==> config.mk <==
export PLATFORM = sky130hd
export DESIGN_NAME = async_handshake_bus_master
export DESIGN_NICKNAME = d
export VERILOG_FILES = /design/src/hdl/bus_master_pkg.sv /design/src/hdl/sync_if.sv /design/src/hdl/async_handshake_bus_master.sv /design/src/hdl/input_sync.sv
export VERILOG_INCLUDE_DIRS = /design/src /design/src/hdl
export SDC_FILE = /design/constraint.sdc
export NUM_CORES = 1
export LEC_CHECK = 0
export BUFFER_PORTS_ARGS = -buffer_cell sky130_fd_sc_hd__buf_2
export CAP_MARGIN = 20
export CORE_ASPECT_RATIO = 1.5
export CORE_MARGIN = 5
export CORE_UTILIZATION = 40
export DETAILED_ROUTE_END_ITERATION = 6
export PLACE_DENSITY_LB_ADDON = 0.08
export SETUP_SLACK_MARGIN = 0.5
export SLEW_MARGIN = 10
export SYNTH_ARGS = -nofsm -noshare
export SYNTH_HDL_FRONTEND = slang
export SYNTH_HIERARCHICAL = 1
export SYNTH_SLANG_ARGS = --single-unit
==> constraint.sdc <==
create_clock -name sys_clk_i -period 9.5 [get_ports sys_clk_i]
set_clock_uncertainty 0.1 [all_clocks]
set_input_delay 0.95 -clock sys_clk_i [delete_from_list [all_inputs] [get_ports sys_clk_i]]
set_output_delay 0.95 -clock sys_clk_i [all_outputs]
set_load 0.05 [all_outputs]
==> src/hdl/bus_master_defines.svh <==
// timing counts and field positions for the handshake bus master
`ifndef BUS_MASTER_DEFINES_SVH
`define BUS_MASTER_DEFINES_SVH
`define ADDR_WIDTH 24
`define DATA_WIDTH 16
`define FC_WIDTH 3
// one clock period holds two bus states
`define STATES_PER_CLOCK 2
// rising-edge mark of a half state within a clock
`define PHASE_HIGH 1'b1
`define PHASE_LOW 1'b0
`endif

==> src/hdl/bus_master_pkg.sv <==
// types shared by the handshake bus master files
`default_nettype none
package bus_master_pkg;
    // bus states, one-hot; S0..S7 plus idle
    typedef enum logic [8:0] {
        ST_IDLE = 9'h001,
        ST_S0 = 9'h002,
        ST_S1 = 9'h004,
        ST_S2 = 9'h008,
        ST_S3 = 9'h010,
        ST_S4 = 9'h020,
        ST_S5 = 9'h040,
        ST_S6 = 9'h080,
        ST_S7 = 9'h100
    } bus_state_t;
    // how a transfer ended
    typedef enum logic [1:0] {
        END_NORMAL = 2'h0,
        END_FAULT = 2'h1,
        END_RETRY = 2'h2
    } end_kind_t;
endpackage : bus_master_pkg
`default_nettype wire

==> src/hdl/sync_if.sv <==
// interface carrying synchronised handshake levels
`default_nettype none
interface sync_if;
    logic ack;
    logic fault;
    logic halt;
    modport producer (output ack, output fault, output halt);
    modport consumer (input ack, input fault, input halt);
endinterface : sync_if
`default_nettype wire
==> src/hdl/async_handshake_bus_master.sv <==
// bus-master cycle engine for the asynchronous handshake bus
// ----------------------------------------------------------------
// Summary of operation
// - four clocks, eight half states, whole-clock waits
// - S0 drives function code, read/write high
// - S1 drives the address
// - S2 address strobe; read byte strobes, write low
// - S3 write drives data; read unchanged
// - S4 write asserts byte strobes
// - responses ignored until end of S4
// - ack or fault before S4 end advances
// - otherwise back to S3, whole-clock waits
// - no bus output change in S5, S6; done_kind_o updates entering S5
// - S7 captures read data, negates strobes
// - end of S7 floats address, write data
// - no limit on wait for acknowledge
// - ack and fault synchronised to clock
// - read data captured next falling edge
// - early ack gives four-clock transfer
// - fault+halt reruns, fault alone ends
// ----------------------------------------------------------------
// One half state per sys_clk_i rising edge: states S0,S2,S4,S6 are the
// high phases, S1,S3,S5,S7 the low ones; the bus clock is the
// core clock at half rate and is driven out on bus_clk_o.
`default_nettype none
`include "bus_master_defines.svh"
module async_handshake_bus_master
    import bus_master_pkg::*;
(
    // clock and reset
    input wire logic sys_clk_i,
    input wire logic rst_i,
    // user request side
    input wire logic req_valid_i,
    output logic req_ready_o,
    input wire logic req_write_i,
    input wire logic req_word_i,
    input wire logic [`ADDR_WIDTH-1:0] req_addr_i,
    input wire logic [`FC_WIDTH-1:0] req_fc_i,
    input wire logic [`DATA_WIDTH-1:0] req_wdata_i,
    // user answer side
    output logic done_o,
    output logic [1:0] done_kind_o,
    output logic [`DATA_WIDTH-1:0] rdata_o,
    // bus clock
    output logic bus_clk_o,
    // bus outputs
    output logic [`ADDR_WIDTH-1:1] addr_o,
    output logic addr_oe_o,
    output logic [`FC_WIDTH-1:0] fc_o,
    output logic read_write_o,
    output logic addr_strobe_n_o,
    output logic upper_byte_strobe_n_o,
    output logic lower_byte_strobe_n_o,
    output logic [`DATA_WIDTH-1:0] data_o,
    output logic data_oe_o,
    // bus inputs
    input wire logic [`DATA_WIDTH-1:0] data_i,
    input wire logic transfer_ack_n_i,
    input wire logic bus_fault_n_i,
    input wire logic halt_n_i
);
    // ------------------------------------------------------------
    // input synchroniser
    // ------------------------------------------------------------
    sync_if sync ();

    input_sync u_sync (
        .sys_clk_i(sys_clk_i),
        .rst_i(rst_i),
        .ack_n_i(transfer_ack_n_i),
        .fault_n_i(bus_fault_n_i),
        .halt_n_i(halt_n_i),
        .sync(sync)
    );

    // ------------------------------------------------------------
    // state
    // ------------------------------------------------------------
    bus_state_t state_reg;
    bus_state_t state_next;
    logic write_reg;
    logic write_next;
    logic word_reg;
    logic word_next;
    logic [`ADDR_WIDTH-1:0] taddr_reg;
    logic [`ADDR_WIDTH-1:0] taddr_next;
    logic [`FC_WIDTH-1:0] tfc_reg;
    logic [`FC_WIDTH-1:0] tfc_next;
    logic [`DATA_WIDTH-1:0] twdata_reg;
    logic [`DATA_WIDTH-1:0] twdata_next;
    logic [1:0] kind_reg;
    logic [1:0] kind_next;
    logic retry_reg;
    logic retry_next;
    logic done_reg;
    logic done_next;
    logic [`DATA_WIDTH-1:0] rdata_reg;
    logic [`DATA_WIDTH-1:0] rdata_next;
    logic [`ADDR_WIDTH-1:1] addr_reg;
    logic [`ADDR_WIDTH-1:1] addr_next;
    logic addr_oe_reg;
    logic addr_oe_next;
    logic [`FC_WIDTH-1:0] fc_reg;
    logic [`FC_WIDTH-1:0] fc_next;
    logic rw_reg;
    logic rw_next;
    logic as_n_reg;
    logic as_n_next;
    logic uds_n_reg;
    logic uds_n_next;
    logic lds_n_reg;
    logic lds_n_next;
    logic [`DATA_WIDTH-1:0] dout_reg;
    logic [`DATA_WIDTH-1:0] dout_next;
    logic doe_reg;
    logic doe_next;
    logic phase_reg;
    logic phase_next;
    logic upper_sel;
    logic lower_sel;

    // ------------------------------------------------------------
    // byte lane select
    // ------------------------------------------------------------
    always_comb begin
        upper_sel = word_reg | ~taddr_reg[0];
        lower_sel = word_reg | taddr_reg[0];
    end

    // ------------------------------------------------------------
    // next-state logic
    // ------------------------------------------------------------
    always_comb begin
        state_next = state_reg;
        write_next = write_reg;
        word_next = word_reg;
        taddr_next = taddr_reg;
        tfc_next = tfc_reg;
        twdata_next = twdata_reg;
        kind_next = kind_reg;
        retry_next = retry_reg;
        done_next = 1'b0;
        rdata_next = rdata_reg;
        addr_next = addr_reg;
        addr_oe_next = addr_oe_reg;
        fc_next = fc_reg;
        rw_next = rw_reg;
        as_n_next = as_n_reg;
        uds_n_next = uds_n_reg;
        lds_n_next = lds_n_reg;
        dout_next = dout_reg;
        doe_next = doe_reg;
        phase_next = ~phase_reg;
        case (state_reg)
            ST_IDLE: begin
                // a cycle may only open on a rising edge
                if (phase_reg == `PHASE_LOW) begin
                    if (retry_reg) begin
                        if (!sync.halt) begin
                            retry_next = 1'b0;
                            state_next = ST_S0;
                            fc_next = tfc_reg;
                            rw_next = 1'b1;
                        end
                    end else if (req_valid_i) begin
                        write_next = req_write_i;
                        word_next = req_word_i;
                        taddr_next = req_addr_i;
                        tfc_next = req_fc_i;
                        twdata_next = req_wdata_i;
                        fc_next = req_fc_i;
                        rw_next = 1'b1;
                        state_next = ST_S0;
                    end
                end
            end
            ST_S0: begin
                addr_next = taddr_reg[`ADDR_WIDTH-1:1];
                addr_oe_next = 1'b1;
                state_next = ST_S1;
            end
            ST_S1: begin
                as_n_next = 1'b0;
                if (write_reg) begin
                    rw_next = 1'b0;
                end else begin
                    uds_n_next = ~upper_sel;
                    lds_n_next = ~lower_sel;
                end
                state_next = ST_S2;
            end
            ST_S2: begin
                if (write_reg) begin
                    dout_next = twdata_reg;
                    doe_next = 1'b1;
                end
                state_next = ST_S3;
            end
            ST_S3: begin
                if (write_reg) begin
                    uds_n_next = ~upper_sel;
                    lds_n_next = ~lower_sel;
                end
                state_next = ST_S4;
            end
            ST_S4: begin
                // ack or fault is only looked at on the edge that ends S4
                if (sync.ack || sync.fault) begin
                    state_next = ST_S5;
                    if (sync.fault && sync.halt) begin
                        kind_next = END_RETRY;
                    end else if (sync.fault) begin
                        kind_next = END_FAULT;
                    end else begin
                        kind_next = END_NORMAL;
                    end
                end else begin
                    // stay for one whole clock, then sample again
                    state_next = ST_S3;
                end
            end
            ST_S5: begin
                state_next = ST_S6;
            end
            ST_S6: begin
                if (!write_reg) begin
                    rdata_next = data_i;
                end
                as_n_next = 1'b1;
                uds_n_next = 1'b1;
                lds_n_next = 1'b1;
                state_next = ST_S7;
            end
            ST_S7: begin
                addr_oe_next = 1'b0;
                doe_next = 1'b0;
                rw_next = 1'b1;
                retry_next = (kind_reg == END_RETRY);
                done_next = (kind_reg != END_RETRY);
                state_next = ST_IDLE;
            end
            default: begin
                state_next = ST_IDLE;
            end
        endcase
    end

    // ------------------------------------------------------------
    // registers
    // ------------------------------------------------------------
    always_ff @(posedge sys_clk_i or posedge rst_i) begin
        if (rst_i) begin
            state_reg <= ST_IDLE;
            write_reg <= 1'b0;
            word_reg <= 1'b0;
            taddr_reg <= '0;
            tfc_reg <= '0;
            twdata_reg <= '0;
            kind_reg <= END_NORMAL;
            retry_reg <= 1'b0;
            done_reg <= 1'b0;
            rdata_reg <= '0;
            addr_reg <= '0;
            addr_oe_reg <= 1'b0;
            fc_reg <= '0;
            rw_reg <= 1'b1;
            as_n_reg <= 1'b1;
            uds_n_reg <= 1'b1;
            lds_n_reg <= 1'b1;
            dout_reg <= '0;
            doe_reg <= 1'b0;
            phase_reg <= `PHASE_LOW;
        end else begin
            state_reg <= state_next;
            write_reg <= write_next;
            word_reg <= word_next;
            taddr_reg <= taddr_next;
            tfc_reg <= tfc_next;
            twdata_reg <= twdata_next;
            kind_reg <= kind_next;
            retry_reg <= retry_next;
            done_reg <= done_next;
            rdata_reg <= rdata_next;
            addr_reg <= addr_next;
            addr_oe_reg <= addr_oe_next;
            fc_reg <= fc_next;
            rw_reg <= rw_next;
            as_n_reg <= as_n_next;
            uds_n_reg <= uds_n_next;
            lds_n_reg <= lds_n_next;
            dout_reg <= dout_next;
            doe_reg <= doe_next;
            phase_reg <= phase_next;
        end
    end

    // ------------------------------------------------------------
    // outputs
    // ------------------------------------------------------------
    assign req_ready_o = (state_reg == ST_IDLE) && !retry_reg && (phase_reg == `PHASE_LOW);
    assign done_o = done_reg;
    assign done_kind_o = kind_reg;
    assign rdata_o = rdata_reg;
    assign bus_clk_o = phase_reg;
    assign addr_o = addr_reg;
    assign addr_oe_o = addr_oe_reg;
    assign fc_o = fc_reg;
    assign read_write_o = rw_reg;
    assign addr_strobe_n_o = as_n_reg;
    assign upper_byte_strobe_n_o = uds_n_reg;
    assign lower_byte_strobe_n_o = lds_n_reg;
    assign data_o = dout_reg;
    assign data_oe_o = doe_reg;
endmodule : async_handshake_bus_master
`default_nettype wire

==> src/hdl/input_sync.sv <==
// two-flop synchroniser for the active-low handshake inputs
`default_nettype none
module input_sync (
    // clock and reset
    input wire logic sys_clk_i,
    input wire logic rst_i,
    // raw active-low inputs
    input wire logic ack_n_i,
    input wire logic fault_n_i,
    input wire logic halt_n_i,
    // synchronised active-high levels
    sync_if.producer sync
);
    logic [2:0] stage1_reg;
    logic [2:0] stage1_next;
    logic [2:0] stage2_reg;
    logic [2:0] stage2_next;

    always_comb begin
        stage1_next = {~halt_n_i, ~fault_n_i, ~ack_n_i};
        stage2_next = stage1_reg;
    end

    always_ff @(posedge sys_clk_i or posedge rst_i) begin
        if (rst_i) begin
            stage1_reg <= 3'h0;
            stage2_reg <= 3'h0;
        end else begin
            stage1_reg <= stage1_next;
            stage2_reg <= stage2_next;
        end
    end

    assign sync.ack = stage2_reg[0];
    assign sync.fault = stage2_reg[1];
    assign sync.halt = stage2_reg[2];
endmodule : input_sync
`default_nettype wire

# Word-level counts from Yosys, hierarchy flattened
# Index checks and enable logic that the tools add are counted.
[word_totals] reg_bits=129 latch_bits=0 ram_bits=0 rom_bits=0 inputBits=67 output_inout_bits=69 n_memories=0
[classes] addsub=0 mul=0 div_mod_pow=0 n_lt_le_gt_ge=0 n_eq_ne=19 n_shift=0 muxes=32 bitwise_logic=11 reduce_logical=22
[op_table] op="9-bit one-hot mux with 8 select lines" count=1
[op_table] op="9-bit 2-to-1 mux" count=4
[op_table] op="1-bit 2-to-1 mux" count=15
[op_table] op="2-bit != test, second input constant" count=7
[op_table] op="2-bit AND reduction" count=5
[op_table] op="2-bit nonzero test" count=5
[op_table] op="9-bit by 1-bit == test with 1-bit output, second input constant" count=1
[op_table] op="9-bit by 2-bit == test with 1-bit output, second input constant" count=1
[op_table] op="9-bit by 3-bit == test with 1-bit output, second input constant" count=1
[op_table] op="9-bit by 4-bit == test with 1-bit output, second input constant" count=1
[op_table] op="9-bit by 5-bit == test with 1-bit output, second input constant" count=1
[op_table] op="9-bit by 6-bit == test with 1-bit output, second input constant" count=1
[op_table] op="9-bit by 7-bit == test with 1-bit output, second input constant" count=1
[op_table] op="9-bit by 8-bit == test with 1-bit output, second input constant" count=1
[op_table] op="9-bit == test, second input constant" count=1
[op_table] op="3-bit 2-to-1 mux" count=3
[op_table] op="1-bit inverter" count=9
[op_table] op="1-bit one-hot mux with 3 select lines" count=3
[op_table] op="1-bit one-hot mux with 2 select lines" count=4
[op_table] op="4-bit AND reduction" count=2
[op_table] op="7-bit 2-to-1 mux" count=1
[op_table] op="3-bit != test, second input constant" count=2
[op_table] op="3-bit AND reduction" count=2
[op_table] op="3-bit nonzero test" count=2
[op_table] op="other kinds (7)" count=10

# Longest topological paths before layout
# Gate-level depths: netlist of the first run.
[logic_depth] depth_word=5 mapped_depth=7 ltp_nobuf=4

# Hierarchy
# Netlist of the first run, hierarchy kept.
[modules_own_cells] module="async_handshake_bus_master" instances=1 cells_each=313 area_per_inst_um2=4857.2
[modules_own_cells] module="input_sync" instances=1 cells_each=10 area_per_inst_um2=165.2

# Least setup slack after synthesis of the first run
# OpenSTA, ideal clock, no wires.
[synth_path] path_type="reg2out" from="register phase_reg, in the netlist bus_clk_o" to="output req_ready_o" arrival_ps=2620 t_required_ps=8450 setup_slack_ps=5830 stages_incl_launch_ff=3 n_path_buf=0 path_cell_list="dfrtp_1 or4b_4 nor4_1"
[synth_between] elab_chain_cells=2
[synth_rtl] item="start: declaration" line="async_handshake_bus_master.sv:118" source="logic phase_reg;"
[synth_rtl] item="start signal: assignment" line="async_handshake_bus_master.sv:273" source="phase_reg <= `PHASE_LOW;"
[synth_rtl] item="start signal: assignment" line="async_handshake_bus_master.sv:294" source="phase_reg <= phase_next;"
[synth_rtl] item="1-bit inverter (no source line)"
[synth_rtl] item="1-bit logical AND" line="async_handshake_bus_master.sv:301" source="assign req_ready_o = (state_reg == ST_IDLE) && !retry_reg && (phase_reg == `PHASE_LOW);"
[synth_rtl] item="end: declaration" line="async_handshake_bus_master.sv:35" source="output logic req_ready_o,"
# No other way between the ends.

# Worst setup path after layout of the first run
[layout_path] from="register state_reg[0]" to="output req_ready_o"
[layout_between] elab_chain_cells=3
[layout_rtl] item="start: declaration" line="async_handshake_bus_master.sv:80" source="bus_state_t state_reg;"
[layout_rtl] item="start signal: assignment" line="async_handshake_bus_master.sv:275" source="state_reg <= state_next;"
[layout_rtl] item="9-bit by 1-bit == test with 1-bit output" line="async_handshake_bus_master.sv:301"
[layout_rtl] item="1-bit logical AND (2 in a row)" line="async_handshake_bus_master.sv:301"
# No other way between the ends.

==> results of run 1 <==
-- layer usage --
layer | routed length, um | part of all wire (%)
met3 | 692 | 6.6
met2 | 5590 | 54
met1 | 4000 | 38
met5 | 0 | 0
met4 | 145 | 1.4
-- path summary, 6_finish.rpt --
path | endpoint | slack (ps) | depth (start not counted)
worst max-delay path | req_ready_o | 6320 | 3
worst min-delay path | u_sync/stage2_reg[0] | 250 | 0
worst max register to register | word_reg | 6980 | 5
worst min register to register | u_sync/stage2_reg[0] | 250 | 0
max in group asynchronous | twdata_reg[0] | 7410 | 3
min in group asynchronous | u_sync/stage1_reg[1] | 380 | 2
-- critical path: cells and delay by family, from the launching register on --
family,cells,cell delay [ps]
AND/OR/NAND/NOR,2,800
flip-flops,1,590
buffers and inverters,1,340
-- cells by family (layout without fill, tap and decap cells) --
kind of cell           Yosys count  after routing  share of synthesized area, %
XOR/XNOR                         1              1                         0.174
AND/OR/NAND/NOR                 46             46                          6.10
flip-flops                     129            129                          64.4
buffers and inverters           23            178                          2.39
AO/OA/AOI/OAI                   15             15                          2.57
multiplexers                   109            109                          24.4
-- report_power, final --
group          internal [mW]  switching [mW]  total (mW)  leakage, nW
registers              0.750           0.101       0.851         1.60
clock network          0.436           0.216       0.652        0.288
logic                  0.244           0.461       0.704         1.29
-- stage by stage --
step	cells	setup WS (ps)
finish	634	6320
global route	634	6280
CTS	634	6300
detailed placement	605	6740
global placement	605	6700
floorplan	323	5190
-- layout make-up --
class,instances,area share [%]
clock buffers,24,7.63
repair buffers,139,11.0
well taps,156,3.03
flip-flops and latches,129,50.2
clock inverters,5,1.59
multi-input cells,171,26.0
inverters,10,0.621
-- synthesized netlist by cell type --
cell type / n
sky130_fd_sc_hd__dfrtp_1: 124
sky130_fd_sc_hd__mux2_2: 106
sky130_fd_sc_hd__inv_1: 10
sky130_fd_sc_hd__nand2_1: 6
sky130_fd_sc_hd__dfstp_2: 5
sky130_fd_sc_hd__nor3_1: 5
sky130_fd_sc_hd__buf_4: 4
sky130_fd_sc_hd__clkbuf_1: 4
sky130_fd_sc_hd__nand2b_1: 4
sky130_fd_sc_hd__nor2_1: 4
sky130_fd_sc_hd__o21ai_0: 4
sky130_fd_sc_hd__and4b_1: 3
sky130_fd_sc_hd__buf_2: 3
sky130_fd_sc_hd__mux2i_1: 3
sky130_fd_sc_hd__nor2b_1: 3
sky130_fd_sc_hd__nor4b_1: 3
sky130_fd_sc_hd__buf_6: 2
sky130_fd_sc_hd__nand4_1: 2
sky130_fd_sc_hd__nor3_2: 2
sky130_fd_sc_hd__nor4_1: 2
sky130_fd_sc_hd__o2bb2ai_1: 2
sky130_fd_sc_hd__o311ai_0: 2
sky130_fd_sc_hd__or3_1: 2
sky130_fd_sc_hd__a2111oi_4: 1
sky130_fd_sc_hd__a211oi_1: 1
sky130_fd_sc_hd__a21oi_1: 1
sky130_fd_sc_hd__a22o_1: 1
sky130_fd_sc_hd__a32o_1: 1
sky130_fd_sc_hd__and3_1: 1
sky130_fd_sc_hd__nand3_1: 1
sky130_fd_sc_hd__nand3_2: 1
sky130_fd_sc_hd__nand4b_1: 1
sky130_fd_sc_hd__nor2_2: 1
sky130_fd_sc_hd__nor4_2: 1
sky130_fd_sc_hd__o22ai_1: 1
sky130_fd_sc_hd__o31a_1: 1
sky130_fd_sc_hd__or2_2: 1
sky130_fd_sc_hd__or4_1: 1
sky130_fd_sc_hd__or4b_2: 1
sky130_fd_sc_hd__or4b_4: 1
sky130_fd_sc_hd__xnor2_1: 1
==> summary.md, run 1 <==
The run gives 6 as the synthesis warning total. Synthesis produced a netlist whose cell count is 323. The finished cells cover 6440 um2. Area of the core: 12400 um2.

The library cell used most frequently in the layout, excluding fill and tap cells, is sky130_fd_sc_hd__buf_2. In this run the deepest clock path goes through 2 buffers. Summing over every cut layer, the via total after detailed routing is 3121. Clock latency on the worst-skew pair, taken at its later pin, is 400 ps.

The tools report the row count as 50. The critical path is of the flop to output pin type. Dividing the detail-routed via count by the number of cells gives 4.92.

The die covers 14900 um2. Registers take 3230 um2. The most critical setup path has its startpoint at state_reg[0]. Across the VDD grid, the largest voltage drop is 0.178 mV. The areal power density over the cells is 342 nW/um2, and the area occupied by multi-input gates is 1670 um2. The number of iterations in the first detailed-routing pass is 4. Measured against its own limit, the worst slew margin works out to 40.2%. The repair_antennas step left the layout with diodes totalling 0. The logs give 0 for the max-capacitance violation count and 129 for the number of sinks on the clock net.

Number of global-route vias before repair: 3433. The mean instance size in the synthesized netlist came out at 15.5 um2. The first routing iteration left 87 violations.

Yosys attributes the largest share of cell area to sky130_fd_sc_hd__dfrtp_1 62%, sky130_fd_sc_hd__mux2_2 24%, sky130_fd_sc_hd__dfstp_2 2.6%. The critical path's slowest cell was sky130_fd_sc_hd__dfstp_2. TritonCTS created 17 clock buffers. Cells fill 52.0% of the core in the end. Setup violations remaining at the end of the flow were counted as 0. In this run the biggest area consumer among cell types represents 61.8% of the synthesized area. The signal on the critical path passes through or4b_4, nor4_1, buf_2. The flow ran to the end, and the final reports show no timing, DRC or antenna violations.

The number of register bits inferred by synthesis is 129, and the global-route wire length before repair is 17.3 mm. The residual antenna-violating net count after detailed routing is 0, and the fmax is 0.314 GHz. For this run, global-route usage on met3 was measured as 5.04%.

The run gives 0 as the initial antenna violation count. The total routing usage reported by global routing is 14.9%, and the actual transition at the worst max-transition pin is 898 ps. The initial cell density of the core came out at 40.5%. Summed over all instances, the cell type with the most area after synthesis is sky130_fd_sc_hd__dfrtp_1. Of the synthesized area, sequential elements account for 64.4%.

Cell area reported after detailed placement: 5850 um2. For the worst setup path, the data required time is 8450 ps. The met1 routing resource usage after global routing was 17.0%; the post-layout net count was 535. For met2 alone, demand over resource in global routing was 25.6%. Setup repair after global routing left no endpoint under its margin. The H-tree was split into 4 levels. The unique cell type count in the Yosys netlist came out at 41. The cts-stage hold buffer count is 0, and the width of the die is 101 um.

Class of the worst hold path: flop to flop. Post-CTS repair changed the size of 0 cells. The count of input and output buffers was 135; the detailed-route wire length was 10.4 mm. The congestion estimate from routability-driven global placement came to 0.845.

Most used routing layer in global routing: met2. Remaining global-route overflow: 0. The run gives 0 as the final hold violation count. STA classifies the critical path startpoint as a flop. The arrival time at the worst endpoint was 2130 ps.

The root buffer cell chosen for the clock tree is sky130_fd_sc_hd__clkbuf_16. The flip-flop count of the largest register, all copies and words added was 24; the final critical-path required period was 3180 ps. Summing internal, switching and leakage power gives 2.21 mW.

For this design the static power due to leakage is 3.18 nW. Entering global routing, the biggest net connects 72 pins. Share of the clock period used by the worst path after layout: 33.5%.

The startpoint identified for the worst register-to-register timing path is state_reg[5]. TritonCTS built the clock tree. Relative to the synthesized area, the layout overhead comes to 28.3%. The number of buffers added for setup after CTS was 0. Synthesis produced a netlist with a net count of 390.

Y dimension of the die: 147 um. In the layout the commonest cells are 135 x sky130_fd_sc_hd__buf_2, 124 x sky130_fd_sc_hd__dfrtp_1, 106 x sky130_fd_sc_hd__mux2_2. For the final routed database, the setup TNS stands at 0 ps. STA classifies the critical path endpoint as an output pin. Along the worst path, the maximum fanout reaches 8. The register clock-pin slew on the reported worst setup and hold paths was 50 ps; the layout filler cell count was 1119.

In this design, the stage delay of the slowest critical-path cell is 590 ps. Pin placement for this block handled 136 I/O pins. Cells with a size suffix above 1 make up 60.0% of the layout. Count of pins over their slew limit: 0.

On the final layout, the worst hold slack is 246 ps. After detailed routing, the average wire length per cell comes to 16.5 um. The startpoint identified for the worst hold timing path is u_sync/stage1_reg[0]. Detailed placement finished with a half-perimeter wire length of 7.42 mm.

In this run the cell area of the synthesized design comes to 5020 um2. After detailed routing, the number of remaining DRC violations is 0.
No activity file was read; power rests on OpenSTA's default activity.
==> run 2, diff against run 1 <==
==> constraint.sdc (replaced) <==
create_clock -name sys_clk_i -period 2.9 [get_ports sys_clk_i]
set_clock_uncertainty 0.1 [all_clocks]
set_input_delay 0.29 -clock sys_clk_i [delete_from_list [all_inputs] [get_ports sys_clk_i]]
set_output_delay 0.29 -clock sys_clk_i [all_outputs]
set_load 0.05 [all_outputs]
==> summary.md, run 2 (same netlist as run 1, synthesis figures left out) <==
The total clock buffers created by CTS came out at 17. Setup violations remaining at the end of the flow were counted as 0. Clock-pin slew was measured on the worst setup and hold paths at 60 ps. Across all layers, the routed design uses 3291 vias. For this run, design rule violations remaining after detail routing come to 0. In this design, the largest share of critical-path delay is due to simple AND/OR/NAND/NOR gates.

Buffers placed on the I/O ports in this run total 135. Wires add up to 11.2 mm. Once placement finished, the instance area stood at 5920 um2.

Class of the worst hold path: primary input to flop. In this run the count of I/O pins placed on the die edge is 136. The worst-case IR drop observed on VDD is 0.697 mV. The initial antenna violation count was 0; the final critical-path required period was 2340 ps. The number of global-route vias before repair is 3599, and the global-route wire length before repair is 17.8 mm. The total half-perimeter wirelength after legalization and detailed placement came out at 7.72 mm. Once detail routing completed, the nets flagged for antenna violations numbered 0. The actual transition at the worst max-transition pin was 897 ps. By startpoint and endpoint, the worst setup path is classified as flop to flop. The root cell of the clock tree was sky130_fd_sc_hd__clkbuf_16. The run gives 0 as the number of antenna diodes. The share of the clock period used by the worst path after layout came out at 80.8%. The via density per instance is 4.88, and the growth of design area from synthesis to finish is 36.5%. The total design power is 7.12 mW, and the post-detailed-route wirelength per cell is 16.5 um. The flip-flop count of the largest register, all copies and words added came out at 24.

Along the worst path, the maximum fanout reaches 19. The count of pins over their slew limit came out at 0. At the end of routability-driven placement, the weighted congestion stood at 0.852. The clock latency reported for the late side of the worst-skew pair was 410 ps; the max-capacitance violation count was 0. Traced cell by cell, the critical path runs through nor3_4, nand4_1, nor4b_4, buf_4, buf_6, mux2_2.

The flow ran to the end, and the final reports show no timing, DRC or antenna violations. Type of destination of the critical path: a flop. The final hold violation count is 0, and the number of iterations in the first detailed-routing pass is 4. The stage delay of the slowest cell on the critical path works out to 460 ps.

Setup repair after global routing left no endpoint under its margin. For the worst setup path, the data arrival time is 2520 ps. Combinational logic is responsible for 33.0% of the overall power. The width of the die is 101 um. After floorplanning, the core was sized to cover 12400 um2. The library cell used most frequently in the layout, excluding fill and tap cells, is sky130_fd_sc_hd__buf_2. The share of final-layout standard cells stronger than drive strength 1 was 57.8%; the internal power of the cells was 4.49 mW. The die covers 14900 um2. The run gives 50 as the row count.

The tools report the violation count after the first detailed-routing iteration as 60. TritonCTS built the clock tree. Registers are responsible for 39.2% of the overall power.

The pin count of the biggest net entering global routing was 43; the post-layout net count was 574. The run gives 2.63 mW as the reported net switching power. The tools report the startpoint type of the worst setup path as a flop. The fmax is 0.427 GHz. At the worst endpoint, the required time is 3080 ps. Final total negative setup slack: 0 ps.

In the layout the commonest cells are 134 x sky130_fd_sc_hd__buf_2, 124 x sky130_fd_sc_hd__dfrtp_1, 106 x sky130_fd_sc_hd__mux2_2. The leakage dissipation is 3.33 nW. The initial cell density of the core was 40.5%; the fraction of power spent switching nets was 37.0%. For this design the ratio of total power to cell area is 1040 nW/um2.

The total routing usage reported by global routing was 15.4%. In this run the number of H-tree levels came out at 4. The worst pin sits at a relative slew slack of 40.1%.

The clock share of power came out at 27.7%. The number of buffers and inverters on the critical path is 2. The y dimension of the die came out at 147 um. For this run the aggregate overflow at the end of global routing stands at 0. Counting along the longest clock path gives a buffer depth of 2. The finished cells cover 6860 um2.

Critical path's slowest cell: sky130_fd_sc_hd__dfrtp_1. Clock tree synthesis found a total of 129 sinks.
-- run 2: cell count changes in the layout (fill, tap and decap cells not counted), moves of 2 or more --
cell,delta
sky130_fd_sc_hd__buf_4,+3
sky130_fd_sc_hd__buf_6,+3
sky130_fd_sc_hd__bufinv_16,-2
sky130_fd_sc_hd__clkbuf_1,-2
sky130_fd_sc_hd__clkbuf_8,-3
sky130_fd_sc_hd__clkinv_4,+3
sky130_fd_sc_hd__clkinvlp_4,+5
sky130_fd_sc_hd__dlygate4sd3_1,+32
-- run 2: power by group through the flow --
stage               registers, mW  clock network, mW  logic, mW
floorplan                    3.79                  0      0.781
global placement             2.79                  0       2.31
detailed placement           2.83                  0       2.35
CTS                          2.80               2.04       2.38
global route                 2.89               2.13       2.50
finish                       2.79               1.97       2.35
-- run 2: per-stage QoR --
stage               util [%]  hold slack (ps)  setup slack, ps  std cells
floorplan                  -            -19.0              710        323
global placement        47.8              150              596        609
CTS                     54.6           0.0460              512        668
detailed placement      47.8              154              547        609
finish                  55.4             17.0              556        675
global route            55.4            0.650              474        675
-- run 2: worst paths after layout --
path / endpoint / startpoint / cells past startpoint / slack (ps)
min in group asynchronous: u_sync/stage1_reg[0] / rst_i / 3 / 280
worst min-delay path: taddr_reg[16] / req_addr_i[16] / 2 / 20
max in group asynchronous: read_write_o / rst_i / 4 / 1380
worst max register to register: tfc_reg[0] / state_reg[5] / 6 / 560
worst min register to register: u_sync/stage2_reg[2] / u_sync/stage1_reg[2] / 0 / 250
worst max-delay path: tfc_reg[0] / state_reg[5] / 6 / 560
-- run 2: routing by layer --
metal | global-route usage (%) | up-vias | wire length, um
met5 | 0 | - | 0
met4 | 6.05 | 0 | 185
met3 | 5.13 | 13 | 794
met2 | 27.5 | 95 | 6170
met1 | 16.4 | 1657 | 4020
li1 | - | 1526 | -
-- run 2: final cells by class --
| class | count | area [um2] |
|---|---|---|
| tap | 156 | 195 |
| timing repair buffer | 178 | 1120 |
| clock inverter | 12 | 113 |
| inverter | 10 | 41.3 |
| fill | 1044 | 5530 |
| sequential | 129 | 3230 |
| clock buffer | 19 | 443 |
| multi-input combinational | 171 | 1710 |
-- run 2: timing repair --
item / CTS / global route
hold endpoints to repair: 33 / 4
resized for setup: 1 / 5
cloned: 0 / 2
hold buffers: 28 / 4
endpoints found under the setup margin: 1 / 48
buffers inserted: 0 / 1
pin swaps: 0 / 2
==> run 3, diff against run 2 <==
==> constraint.sdc (replaced) <==
create_clock -name sys_clk_i -period 2.35 [get_ports sys_clk_i]
set_clock_uncertainty 0.1 [all_clocks]
set_input_delay 0.235 -clock sys_clk_i [delete_from_list [all_inputs] [get_ports sys_clk_i]]
set_output_delay 0.235 -clock sys_clk_i [all_outputs]
set_load 0.05 [all_outputs]
==> summary.md, run 3 (same netlist as run 1, synthesis figures left out) <==
Post-layout net count: 637. The tools report the remaining global-route overflow as 0. The first global-routing pass estimated 19.7 mm of wire. On the worst path, the slowest cell contributes a delay of 440 ps. The first detailed-routing pass ran for 4 iterations. Walking the worst path, the cells encountered are nor3_4, nand4_1, nor4b_4, buf_4, buf_6, clkbuf_16, mux2_4. The logs give 3548 for the via total after detailed routing and 12.5 mm for the detailed-route wire length. In this run the count of I/O pins placed on the die edge is 136. For the worst setup path, the data required time is 2540 ps.

For the row count, the log shows 50. Derived from the worst setup path, the maximum achievable clock frequency is 0.458 GHz. Measured against its own limit, the worst slew margin works out to 63.1%. The startpoint type of the worst setup path was a flop.

The register with the most flip-flops in the layout has 24 of them. TritonCTS built the clock tree. The final total negative setup slack was 0 ps.

The number of buffers and inverters on the critical path is 3. On the critical path the largest part of the delay comes from simple AND/OR/NAND/NOR gates. The placer congestion estimate is 0.783, and the cell area reported after detailed placement is 5990 um2. The count of nets left with antenna violations once routing finished came out at 0. After legalization and detailed placement, the total HPWL measured 7.44 mm. After layout, the minimum clock period comes to 2180 ps. In this run the deepest clock path goes through 2 buffers. The clock latency reported for the late side of the worst-skew pair came out at 400 ps. Of the cells placed in the final design, the portion with a size suffix greater than 1 is 60.0%. The flow ran to the end, and the final reports show no timing, DRC or antenna violations. In this run the vertical extent of the chip is 147 um. The die footprint came out at 14900 um2.

The H-tree was split into 4 levels. The pin count of the biggest net entering global routing is 71. Actual transition at the worst max-transition pin: 545 ps.

The initial antenna violation count came out at 0. The setup violation total in the final timing report came out at 0. The post-detailed-route wirelength per cell is 16.9 um. The total clock buffers created by CTS is 17, and the via density per instance is 4.80. The growth of design area from synthesis to finish is 56.6%. Critical path's slowest cell: sky130_fd_sc_hd__dfrtp_2. With fillers left out, the area of the finished cells amounts to 7860 um2. Setup repair after global routing could not meet its margin everywhere.

The layout filler cell count is 987. For this run, design rule violations remaining after detail routing come to 0. The final hold violation count was 0; the width of the die was 101 um. The top cell types in the final layout, fill and taps aside, are 134 x sky130_fd_sc_hd__buf_2, 117 x sky130_fd_sc_hd__dfrtp_1, 79 x sky130_fd_sc_hd__mux2_2.

For this design the static power due to leakage is 3.81 nW. After clock tree synthesis, the clock-pin slew on the worst setup and hold paths is 60 ps. The commonest non-fill, non-tap cell in the layout was sky130_fd_sc_hd__buf_2.

The setup path with the least slack is of type flop to flop. The share of the clock period used by the worst path after layout came out at 92.9%. For the number of global-route vias before repair, the log shows 3839.

The cell sitting at the root of the clock tree is a sky130_fd_sc_hd__clkbuf_16. The area of the core is 12400 um2. The arrival time at the worst endpoint was 2370 ps; the violation count after the first detailed-routing iteration was 71.

STA classifies the critical path endpoint as a flop. The worst-case IR drop observed on VDD is 0.763 mV. The clock net in this run drives a total of 129 sinks. The total routing usage reported by global routing came out at 17.1%. In this run the tool buffered the top-level ports with 135 buffer cells.

The repair_antennas step left the layout with diodes totalling 0. The initial cell density of the core is 40.5%. The areal power density over the cells works out to 1230 nW/um2. Max-cap violations in this run came to 0. Of all nets on the critical path, the largest fanout is 5.

Count of pins over their slew limit: 0. The class of the worst hold path is primary input to flop.
-- run 3: worst register-to-register path: cells and delay by family (launching register included) --
kind / cells / cell delay, ps
buffers and inverters: 3 / 450
muxes: 1 / 300
DFF: 1 / 440
and+or+nand+nor: 3 / 780
-- run 3: per-layer routing --
| metal | global-route usage [%] | routed length, um | part of all wire, % | vias up |
|---|---|---|---|---|
| met1 | 19.3 | 4780 | 38 | 1782 |
| met2 | 30.3 | 6860 | 55 | 102 |
| met3 | 5.13 | 666 | 5.3 | 13 |
| met4 | 5.72 | 180 | 1.4 | 0 |
| met5 | 0 | 0 | 0 | - |
| li1 | - | - | - | 1651 |
-- run 3: per-stage QoR --
stage	total power, mW	hold slack [ps]	util (%)	setup slack (ps)	cells
detailed placement	6.40	94.0	48.4	50.1	613
CTS	9.68	191	62.0	187	730
global route	10.2	206	63.5	78.5	739
floorplan	5.67	-74.0	-	325	323
global placement	6.32	75.3	48.4	126	613
finish	9.71	192	63.5	166	739
-- run 3: timing repair --
item | in CTS | in global routing
hold buffers | 65 | 0
pin swaps | 9 | 7
gates cloned | 5 | 1
setup buffers | 15 | 8
hold endpoints to repair | 80 | 0
resized for setup | 41 | 28
setup endpoints to repair | 85 | 110
-- run 3: area by class of cell --
| cell class | count | area (um2) | share of cell area (%) |
|---|---|---|---|
| clock buffer | 19 | 453 | 5.76 |
| clock inverter | 13 | 231 | 2.94 |
| inverter | 10 | 41.3 | 0.525 |
| multi-input combinational | 171 | 1890 | 24.0 |
| sequential | 129 | 3240 | 41.2 |
| tap | 156 | 195 | 2.48 |
| timing repair buffer | 241 | 1810 | 23.1 |
-- run 3: worst paths after layout --
kind,start,end,slack [ps],cells after the start
setup / recovery,state_reg[7],taddr_reg[11],170,7
max in group asynchronous,rst_i,state_reg[0],1130,4
hold / removal,req_valid_i,state_reg[0],190,4
min in group asynchronous,rst_i,u_sync/stage1_reg[2],220,3
setup reg to reg,state_reg[7],taddr_reg[11],170,7
hold reg to reg,u_sync/stage1_reg[2],u_sync/stage2_reg[2],260,0
-- run 3: power by group --
| part | total, mW | switching (mW) | leakage [nW] | internal [mW] |
|---|---|---|---|---|
| sequential | 3.46 | 0.423 | 1.59 | 3.03 |
| clock | 3.02 | 0.972 | 0.330 | 2.05 |
| combinational | 3.23 | 1.95 | 1.90 | 1.28 |
